$ cat src/hw/fsp_pkg.sv
// Constants for the flash self-program control block.
// Assumes one CPU clock domain and a separate flash array macro.
package fsp_pkg;

	// ****************************************
	// Control register field positions
	// ****************************************
	localparam int BIT_IRQ_EN  = 7;
	localparam int BIT_BUSY    = 6;
	localparam int BIT_RSVD    = 5;
	localparam int BIT_REEN    = 4;
	localparam int BIT_LOCK    = 3;
	localparam int BIT_PGWR    = 2;
	localparam int BIT_PGER    = 1;
	localparam int BIT_STEN    = 0;

	localparam logic [7:0] CTRL_RESET = 8'h00;
	localparam logic [7:0] EXT_RESET  = 8'h00;

	// ****************************************
	// Lower-five-bit command codes
	// ****************************************
	localparam logic [4:0] CMD_REEN  = 5'h11;
	localparam logic [4:0] CMD_LOCK  = 5'h09;
	localparam logic [4:0] CMD_PGWR  = 5'h05;
	localparam logic [4:0] CMD_PGER  = 5'h03;
	localparam logic [4:0] CMD_FILL  = 5'h01;

	// ****************************************
	// Timing
	// ****************************************
	localparam logic [2:0] STORE_WINDOW = 3'h4;
	localparam logic [2:0] LOAD_WINDOW  = 3'h3;

	localparam logic [15:0] APP_RESET_WORD = 16'h0000;

	typedef enum logic [1:0]
	{
		FSP_IDLE  = 2'b00,
		FSP_ARMED = 2'b01,
		FSP_BUSY  = 2'b10,
		FSP_LOCKW = 2'b11
	} fsp_state_e;

endpackage : fsp_pkg

$ cat src/hw/fsp_window.sv
// Arming window counter for store and load instructions.
// Assumes start is a one-cycle pulse from the control write decode.
module fsp_window
(
	// Clock and reset
	input  wire logic       ref_clk,
	input  wire logic       sys_rst,
	// Control
	input  wire logic       start,
	input  wire logic       stop,
	input  wire logic [2:0] length,
	// Status
	output logic            open_now
);

	logic [2:0] count;

	always_ff @(posedge ref_clk or posedge sys_rst)
	begin
		if (sys_rst)
			count <= 3'h0;
		else if (start)
			count <= length;
		else if (stop)
			count <= 3'h0;
		else if (count != 3'h0)
			count <= count - 3'h1;
	end

	assign open_now = (count != 3'h0);

endmodule : fsp_window

$ cat src/hw/fsp_control.sv
// Flash self-program control: command register, pointer and sequencing.
// Assumes the CPU decodes its own store/load instructions into pulses and
// the flash macro reports completion with a done pulse.
//
// Function
// [RULE1] Reset vector chosen by boot vector fuse
// [RULE2] Processor cannot write any fuse
// [RULE3] Ready interrupt while store enable clear
// [RULE4] Section erase/write sets busy, blocks section
// [RULE5] Busy clears on reenable or buffer load
// [RULE6] Reenable needs store, not while busy
// [RULE7] Reenable during loading discards buffer
// [RULE8] Bit five reads zero
// [RULE9] Lock command programs lock from low reg
// [RULE10] Lock bit clears on done or timeout
// [RULE11] Load within three returns lock/fuse
// [RULE12] Page write from buffer to page
// [RULE13] Write clears on done; halt for halting section
// [RULE14] Page erase to pointer page
// [RULE15] Erase clears on done; halt for halting section
// [RULE16] Plain store fills buffer word
// [RULE17] Store enable arms four cycles
// [RULE18] Store enable high during erase/write
// [RULE19] Only five command patterns act
// [RULE20] Pointer has extension bit sixteen
// [RULE21] Target address latched at start
// [RULE22] Loads address bytes with byte select
// [RULE23] Software uses same page for erase/write
// [RULE24] Software waits before lock programming
module fsp_control
(
	// Clock and reset
	input  wire logic        ref_clk,
	input  wire logic        sys_rst,
	// Control register port
	input  wire logic        ctrl_wr,
	input  wire logic [7:0]  ctrl_wdata,
	output logic      [7:0]  self_program_control_status,
	input  wire logic        ext_wr,
	input  wire logic [7:0]  ext_wdata,
	output logic      [7:0]  program_pointer_extension,
	// CPU instruction side
	input  wire logic        global_irq_en,
	input  wire logic        store_program_instruction,
	input  wire logic        load_program_instruction,
	input  wire logic [7:0]  pointer_high,
	input  wire logic [7:0]  pointer_low,
	input  wire logic [7:0]  data_low_reg,
	input  wire logic [7:0]  data_high_reg,
	output logic             ready_irq,
	output logic             load_hit,
	output logic      [7:0]  load_data,
	output logic             cpu_halt,
	output logic             section_blocked,
	output logic      [15:0] reset_word,
	// Fuses and locks (fuses are read only here)
	input  wire logic        boot_vector_fuse,
	input  wire logic [15:0] boot_start_word,
	input  wire logic [7:0]  fuse_low,
	input  wire logic [7:0]  lock_bits,
	input  wire logic [15:0] halting_base_word,
	// Flash macro side
	output logic             flash_erase,
	output logic             flash_write,
	output logic             flash_lock,
	output logic             flash_fill,
	output logic             flash_discard,
	output logic      [15:0] flash_word_addr,
	output logic      [15:0] flash_data,
	input  wire logic        flash_done
);

	// ****************************************
	// State
	// ****************************************
	fsp_pkg::fsp_state_e state;
	logic                ready_irq_enable;
	logic                section_busy;
	logic                section_read_reenable;
	logic                lock_set;
	logic                page_write_cmd;
	logic                page_erase_cmd;
	logic                store_enable;
	logic                pointer_bit16;
	logic                loading;
	logic                store_open;
	logic                load_open;
	logic                cmd_write;
	logic [4:0]          wcmd;
	logic [16:0]         zptr;
	logic [15:0]         zword;
	logic                in_halting;
	logic                store_go;

	assign wcmd      = ctrl_wdata[4:0];
	// Command writes while an erase, write or lock programming runs are dropped (bit 7 still lands) so the
	// latched operation cannot be disturbed
	assign cmd_write = ctrl_wr && (state != fsp_pkg::FSP_BUSY) && (state != fsp_pkg::FSP_LOCKW) &&
		(wcmd == fsp_pkg::CMD_REEN || wcmd == fsp_pkg::CMD_LOCK || wcmd == fsp_pkg::CMD_PGWR ||
		wcmd == fsp_pkg::CMD_PGER || wcmd == fsp_pkg::CMD_FILL); // [RULE19]
	assign zptr       = {pointer_bit16, pointer_high, pointer_low}; // [RULE20]
	assign zword      = zptr[16:1];
	assign in_halting = (zword >= halting_base_word);
	assign store_go   = store_program_instruction && store_open && (state == fsp_pkg::FSP_ARMED);

	// ****************************************
	// Arming windows
	// ****************************************
	fsp_window u_store_win
	(
		.ref_clk  (ref_clk),
		.sys_rst  (sys_rst),
		.start    (cmd_write),
		.stop     (store_go),
		.length   (fsp_pkg::STORE_WINDOW), // [RULE17]
		.open_now (store_open)
	);

	fsp_window u_load_win
	(
		.ref_clk  (ref_clk),
		.sys_rst  (sys_rst),
		.start    (cmd_write && wcmd == fsp_pkg::CMD_LOCK),
		.stop     (load_program_instruction),
		.length   (fsp_pkg::LOAD_WINDOW), // [RULE11]
		.open_now (load_open)
	);

	// ****************************************
	// Sequencer
	// ****************************************
	always_ff @(posedge ref_clk or posedge sys_rst)
	begin
		if (sys_rst)
			state <= fsp_pkg::FSP_IDLE;
		else
			case (state)
				fsp_pkg::FSP_IDLE:
					if (cmd_write)
						state <= fsp_pkg::FSP_ARMED;
				fsp_pkg::FSP_ARMED:
					if (store_go && (page_erase_cmd || page_write_cmd))
						state <= fsp_pkg::FSP_BUSY;
					else if (store_go && lock_set)
						state <= fsp_pkg::FSP_LOCKW;
					else if (store_go || (!store_open && !cmd_write))
						state <= fsp_pkg::FSP_IDLE;
				fsp_pkg::FSP_BUSY:
					if (flash_done)
						state <= fsp_pkg::FSP_IDLE; // [RULE13] [RULE15]
				fsp_pkg::FSP_LOCKW:
					if (flash_done)
						state <= fsp_pkg::FSP_IDLE; // [RULE10]
				default:
					state <= fsp_pkg::FSP_IDLE;
			endcase
	end

	// ****************************************
	// Command bits
	// ****************************************
	always_ff @(posedge ref_clk or posedge sys_rst)
	begin
		if (sys_rst)
		begin
			section_read_reenable <= 1'b0;
			lock_set              <= 1'b0;
			page_write_cmd        <= 1'b0;
			page_erase_cmd        <= 1'b0;
			store_enable          <= 1'b0;
		end
		else if (cmd_write)
		begin
			section_read_reenable <= ctrl_wdata[fsp_pkg::BIT_REEN];
			lock_set              <= ctrl_wdata[fsp_pkg::BIT_LOCK];
			page_write_cmd        <= ctrl_wdata[fsp_pkg::BIT_PGWR];
			page_erase_cmd        <= ctrl_wdata[fsp_pkg::BIT_PGER];
			store_enable          <= 1'b1; // [RULE17]
		end
		else if (state == fsp_pkg::FSP_ARMED && (store_go && (page_erase_cmd || page_write_cmd)))
			store_enable <= 1'b1; // [RULE18]
		else if ((state == fsp_pkg::FSP_BUSY || state == fsp_pkg::FSP_LOCKW) && !flash_done)
			store_enable <= 1'b1; // [RULE18]
		else if (state != fsp_pkg::FSP_LOCKW && (state == fsp_pkg::FSP_ARMED) && (store_go ||
			(!store_open && !(lock_set && load_open))))
		begin
			section_read_reenable <= 1'b0;
			lock_set              <= store_go ? lock_set : 1'b0; // [RULE10]
			page_write_cmd        <= (store_go && page_write_cmd); // [RULE13]
			page_erase_cmd        <= (store_go && page_erase_cmd); // [RULE15]
			store_enable          <= 1'b0;
		end
		else if (flash_done || state == fsp_pkg::FSP_IDLE)
		begin
			section_read_reenable <= 1'b0;
			lock_set              <= 1'b0; // [RULE10]
			page_write_cmd        <= 1'b0; // [RULE13]
			page_erase_cmd        <= 1'b0; // [RULE15]
			store_enable          <= 1'b0; // [RULE17]
		end
	end

	always_ff @(posedge ref_clk or posedge sys_rst)
	begin
		if (sys_rst)
			ready_irq_enable <= 1'b0;
		else if (ctrl_wr)
			ready_irq_enable <= ctrl_wdata[fsp_pkg::BIT_IRQ_EN];
	end

	always_ff @(posedge ref_clk or posedge sys_rst)
	begin
		if (sys_rst)
			pointer_bit16 <= 1'b0;
		else if (ext_wr)
			pointer_bit16 <= ext_wdata[0]; // [RULE20]
	end

	// ****************************************
	// Section busy and buffer loading
	// ****************************************
	always_ff @(posedge ref_clk or posedge sys_rst)
	begin
		if (sys_rst)
			section_busy <= 1'b0;
		else if (store_go && (page_erase_cmd || page_write_cmd) && !in_halting)
			section_busy <= 1'b1; // [RULE4]
		else if (store_go && section_read_reenable)
			section_busy <= 1'b0; // [RULE5] [RULE6]
		else if (store_go && wcmd_is_fill(lock_set, page_write_cmd, page_erase_cmd, section_read_reenable))
			section_busy <= 1'b0; // [RULE5]
	end

	function automatic logic wcmd_is_fill(input logic a, input logic b, input logic c, input logic d);
		wcmd_is_fill = !(a || b || c || d);
	endfunction : wcmd_is_fill

	always_ff @(posedge ref_clk or posedge sys_rst)
	begin
		if (sys_rst)
			loading <= 1'b0;
		else if (cmd_write && wcmd == fsp_pkg::CMD_REEN)
			loading <= 1'b0; // [RULE7]
		else if (store_go && wcmd_is_fill(lock_set, page_write_cmd, page_erase_cmd, section_read_reenable))
			loading <= 1'b1;
		else if (state == fsp_pkg::FSP_BUSY && flash_done && page_write_cmd)
			loading <= 1'b0;
	end

	// ****************************************
	// Flash macro strobes, latched address
	// ****************************************
	always_ff @(posedge ref_clk or posedge sys_rst)
	begin
		if (sys_rst)
		begin
			flash_erase     <= 1'b0;
			flash_write     <= 1'b0;
			flash_lock      <= 1'b0;
			flash_fill      <= 1'b0;
			flash_discard   <= 1'b0;
			flash_word_addr <= 16'h0000;
			flash_data      <= 16'h0000;
			cpu_halt        <= 1'b0;
		end
		else
		begin
			flash_erase   <= store_go && page_erase_cmd; // [RULE14]
			flash_write   <= store_go && page_write_cmd; // [RULE12]
			flash_lock    <= store_go && lock_set; // [RULE9]
			flash_fill    <= store_go && wcmd_is_fill(lock_set, page_write_cmd, page_erase_cmd,
				section_read_reenable); // [RULE16]
			flash_discard <= cmd_write && wcmd == fsp_pkg::CMD_REEN && (loading || store_go); // [RULE7]
			if (store_go)
			begin
				flash_word_addr <= zword; // [RULE21] [RULE16]
				flash_data      <= lock_set ? {8'h00, data_low_reg} : {data_high_reg, data_low_reg}; // [RULE9]
			end
			if (store_go && (page_erase_cmd || page_write_cmd) && in_halting)
				cpu_halt <= 1'b1; // [RULE13] [RULE15]
			else if (flash_done)
				cpu_halt <= 1'b0;
		end
	end

	// ****************************************
	// Readback, interrupt, reset vector
	// ****************************************
	always_ff @(posedge ref_clk or posedge sys_rst)
	begin
		if (sys_rst)
		begin
			load_hit  <= 1'b0;
			load_data <= 8'h00;
		end
		else
		begin
			load_hit <= load_program_instruction && load_open && lock_set && store_enable; // [RULE11]
			if (load_program_instruction && load_open && lock_set)
				load_data <= zptr[0] ? lock_bits : fuse_low; // [RULE11] [RULE22]
		end
	end

	always_ff @(posedge ref_clk or posedge sys_rst)
	begin
		if (sys_rst)
		begin
			ready_irq       <= 1'b0;
			section_blocked <= 1'b0;
			reset_word      <= fsp_pkg::APP_RESET_WORD;
			self_program_control_status <= fsp_pkg::CTRL_RESET;
			program_pointer_extension   <= fsp_pkg::EXT_RESET;
		end
		else
		begin
			ready_irq       <= ready_irq_enable && global_irq_en && !store_enable; // [RULE3]
			section_blocked <= section_busy; // [RULE4]
			// Fuse is only sampled; no path here can change it
			reset_word      <= boot_vector_fuse ? fsp_pkg::APP_RESET_WORD : boot_start_word; // [RULE1] [RULE2]
			self_program_control_status <= {ready_irq_enable, section_busy, 1'b0, section_read_reenable,
				lock_set, page_write_cmd, page_erase_cmd, store_enable}; // [RULE8]
			program_pointer_extension   <= {7'h00, pointer_bit16};
		end
	end

endmodule : fsp_control

$ cat config.mk
export PLATFORM = sky130hd
export DESIGN_NAME = fsp_control
export DESIGN_NICKNAME = d
export VERILOG_FILES = /design/src/hw/fsp_pkg.sv /design/src/hw/fsp_window.sv /design/src/hw/fsp_control.sv
export SDC_FILE = /design/constraint.sdc
export NUM_CORES = 1
export LEC_CHECK = 0
export BUFFER_PORTS_ARGS = -buffer_cell sky130_fd_sc_hd__buf_4
export CORE_UTILIZATION = 40
export DETAILED_ROUTE_END_ITERATION = 16
export PLACE_DENSITY = 0.69
export SYNTH_ARGS = -nofsm -noshare
export SYNTH_HDL_FRONTEND = slang
export SYNTH_HIERARCHICAL = 1
export SYNTH_SLANG_ARGS = --single-unit
$ cat constraint.sdc
create_clock -name ref_clk -period 4.4 [get_ports ref_clk]
set_clock_uncertainty 0.15 [all_clocks]
set_input_delay 0.44 -clock ref_clk [delete_from_list [all_inputs] [get_ports ref_clk]]
set_output_delay 0.44 -clock ref_clk [all_outputs]
set_load 0.01 [all_outputs]
==> impl_metrics.tcl <==
set metrics [dict create \
    status "finished clean" \
    post-route-drc-count 0 \
    wirelength_um 9590 \
    endpoint_kind "flop" \
    power.internal_uw 1790 \
    totalNegativeSetupSlack_ps 0 \
    async_flop_share_pct 100 \
    power_leakage_uw 0.00305 \
    initial_utilization_pct 41.0 \
    grtUsageMet2_pct 30.2 \
    hp-start "data_low_reg[3]" \
    peakVddDrop_mv 0.197 \
    drive_gt1_share_pct 33.8 \
    syn-cell-area_mm2 0.00399 \
    drtAntennaViolNets 0 \
    ys_ff_latch 89 \
    synth-seq-area-share_pct 55.8 \
    path_max_fanout 45 \
    synthTopCellsByArea "dfrtp_1 (56%), nand2_1 (8.7%), ha_1 (6.3%)" \
    clk_path_buf_depth 2 \
    ys.flop_type "dfrtp_1" \
    period_minus_slack_ps 2940 \
    hold_class "input port to flop" \
    num_vias 3243 \
    final_util_pct 57.4 \
    finalSetupViolCount 0 \
    synth_top_area_share_pct 55.8 \
    core-area_mm2 0.00973 \
    r2r-start "u_store_win/count[0]$_DFFE_PP0P_" \
    grt_pass1_wl_um 14600 \
    use_met3_pct 6.22 \
    die_h_um 102 \
    p_clk_share_pct 21.6 \
    synthCells 393 \
    fin_area_mm2 0.00558 \
    arrival_ps 3030 \
    timing.reg2reg.setup_slack_ps 1460 \
    grt_max_degree 46 \
    grt-ovfl-total 0 \
    antenna_found_initial 0 \
    clock.fmax_ghz 0.340 \
    r2r-end "u_store_win/count[2]$_DFFE_PP0P_" \
    p_comb_share_pct 35.3 \
    fp-row-count 36 \
    holdPathStages 3 \
    period_share_pct 66.9 \
    synth-edff-count 0 \
    dieArea_mm2 0.0104 \
    seq_power_share_pct 43.1 \
    cts_tree "done" \
    hpwl_um 7280 \
    hold_violations 0 \
    wire_per_inst_um 13.6 \
    slew_headroom_pct 37.1 \
    postLayoutSetupSlackWorst_ps 1460 \
    placed_cell_area_mm2 0.00537 \
    root_buffer "clkbuf_8" \
    synthToLayoutAreaGrowth_pct 39.9 \
    cts_max_level 3 \
    hold-path-endpoint "flash_data[3]$_DFFE_PP0P_" \
    nets 692 \
    grt_use_total_pct 18.6 \
    netSwitchingPower_uw 860 \
    pwr_density_cell_mw_per_mm2 476 \
    switching_share_pct 32.4 \
    post-place-ws_ps 1430 \
    globalplace.congestion 0.795 \
    worstMarginPinSlew_ps 943 \
    synth_cell_type_count 40 \
    numCtsBuffers 9 \
    rr_worst_depth 9 \
    yosysWarningCount 6 \
    drv_slew 0 \
    avgSynthCellArea_um2 10.2 \
    placement.io_buffers 168 \
    cp-start-kind "flop" \
    drtPass1Iterations 4 \
    clock-sinks 89 \
    clk_latency_ps 350 \
    path_class "flop to flop" \
    power.total_uw 2650 \
    drv_cap 0 \
    die_w_um 102 \
    grt_pass1_vias 3098 \
    rsz0062_at_grt "no" \
    io_pins 186 \
    n_antenna_cell 0 \
    grtUsageMet1_pct 23.1 \
    synth_top_area_cell "dfrtp_1" \
    via_per_inst 4.61 \
    drtIter0Drc 111 \
    clk_pin_slew_ps 80 \
    cts-resized-gates 0 \
    grt_most_used_layer "met2" \
    required_ps 4480 \
]
==> worst max-delay path: stages, from the launching register on <==
cell and delay, ps:
dfrtp_1 360, inv_1 50, ha_1 190, ha_1 270
inv_1 160, nand4b_1 110, buf_4 290, inv_1 750
nor2_1 170, a32o_1 310
==> cell usage in the layout, fill, tap and decap left out, drive strengths merged, types with 4 or more instances in the layout <==
cell type	Yosys	layout
clkbuf	8	11
o21ai	23	23
a21oi	12	12
ha	20	20
mux2i	9	9
dfrtp	89	89
buf	12	170
inv	32	31
nand2	93	93
nor2	12	12
clkinv	0	4
nand2b	19	19
a21o	4	4
conb	2	14
a32o	4	4
nor2b	17	17
==> synthesized netlist by cell type (2+ instances only) <==
library cell	n
nor2_1	12
and2_1	3
and3_1	3
nand2_1	93
buf_4	9
ha_1	20
mux2_2	2
nand3b_1	2
o2111ai_1	2
o21a_1	2
nand2b_1	18
nor3_1	3
a32o_1	4
xnor2_1	2
o21ai_0	23
inv_1	32
a21oi_1	11
nand4_1	2
conb_1	2
clkbuf_1	8
nand3_1	2
mux2i_1	9
a21o_1	4
dfrtp_1	89
buf_2	3
nor2b_1	17
a22o_1	3
==> registers in the layout, indices dropped and copies added, names as in the netlist, 2 cells and up <==
signal	count
state	2
u_store_win/count	3
u_load_win/count	3
flash_word_addr	16
flash_data	16
self_program_control_status	7
reset_word	16
load_data	8
==> per-stage QoR <==
stage	hold slack, ps	cells
after detailed placement	192	688
after global placement	184	688
final	130	704
after CTS	114	704
after global routing	116	704
after floorplan	43.6	405
==> worst max path at each step <==
| stage | startpoint | to | slack, ps |
|---|---|---|---|
| floorplan | sys_rst | cpu_halt$_DFFE_PP0P_ | 1670 |
| global placement | u_store_win/count[0]$_DFFE_PP0P_ | u_store_win/count[2]$_DFFE_PP0P_ | 1510 |
| detailed placement | u_store_win/count[0]$_DFFE_PP0P_ | u_store_win/count[2]$_DFFE_PP0P_ | 1430 |
| CTS | u_store_win/count[0]$_DFFE_PP0P_ | u_store_win/count[2]$_DFFE_PP0P_ | 1420 |
| global route | u_store_win/count[0]$_DFFE_PP0P_ | section_busy$_DFFE_PP0P_ | 1220 |
| finish | u_store_win/count[0]$_DFFE_PP0P_ | u_store_win/count[2]$_DFFE_PP0P_ | 1460 |
==> cells by family (layout without fill, tap and decap cells) <==
family,count (synthesis),in the layout,synth area share (%)
other,2,14,0.188
and+or+nand+nor,160,160,18.8
adders and majority gates,20,20,6.27
buffers and inverters,52,218,5.83
DFF,89,89,55.8
xor gates and xnor gates,2,2,0.439
muxes,11,11,2.82
AOI/OAI and AO/OA,57,57,9.88
==> repair_timing <==
item / CTS / global route
hold buffers: 1 / 0
endpoints found under the hold margin: 6 / 0
buffers inserted: 0 / 0
==> power by group through the flow <==
stage	clock (uW)	combinational (uW)	sequential (uW)
2_1_floorplan	0	425	1230
3_3_place_gp	0	912	1150
3_5_place_dp	0	949	1160
4_1_cts	588	953	1150
5_1_grt	624	1050	1170
6_report	572	937	1150
==> layer usage <==
metal	up-vias	share of wire, %
met1	1477	41
met4	0	1.2
met2	152	47
li1	1605	-
met3	9	11
met5	-	0
==> layout make-up <==
| type | instances | area [um2] |
|---|---|---|
| clock buffers | 11 | 151 |
| fillers | 891 | 4150 |
| well taps | 133 | 166 |
| flip-flops and latches | 89 | 2230 |
| inverters | 32 | 121 |
| clock inverters | 4 | 52.6 |
| repair buffers | 171 | 1290 |
| multi-input cells | 264 | 1580 |
No activity file was read; power rests on OpenSTA's default activity.
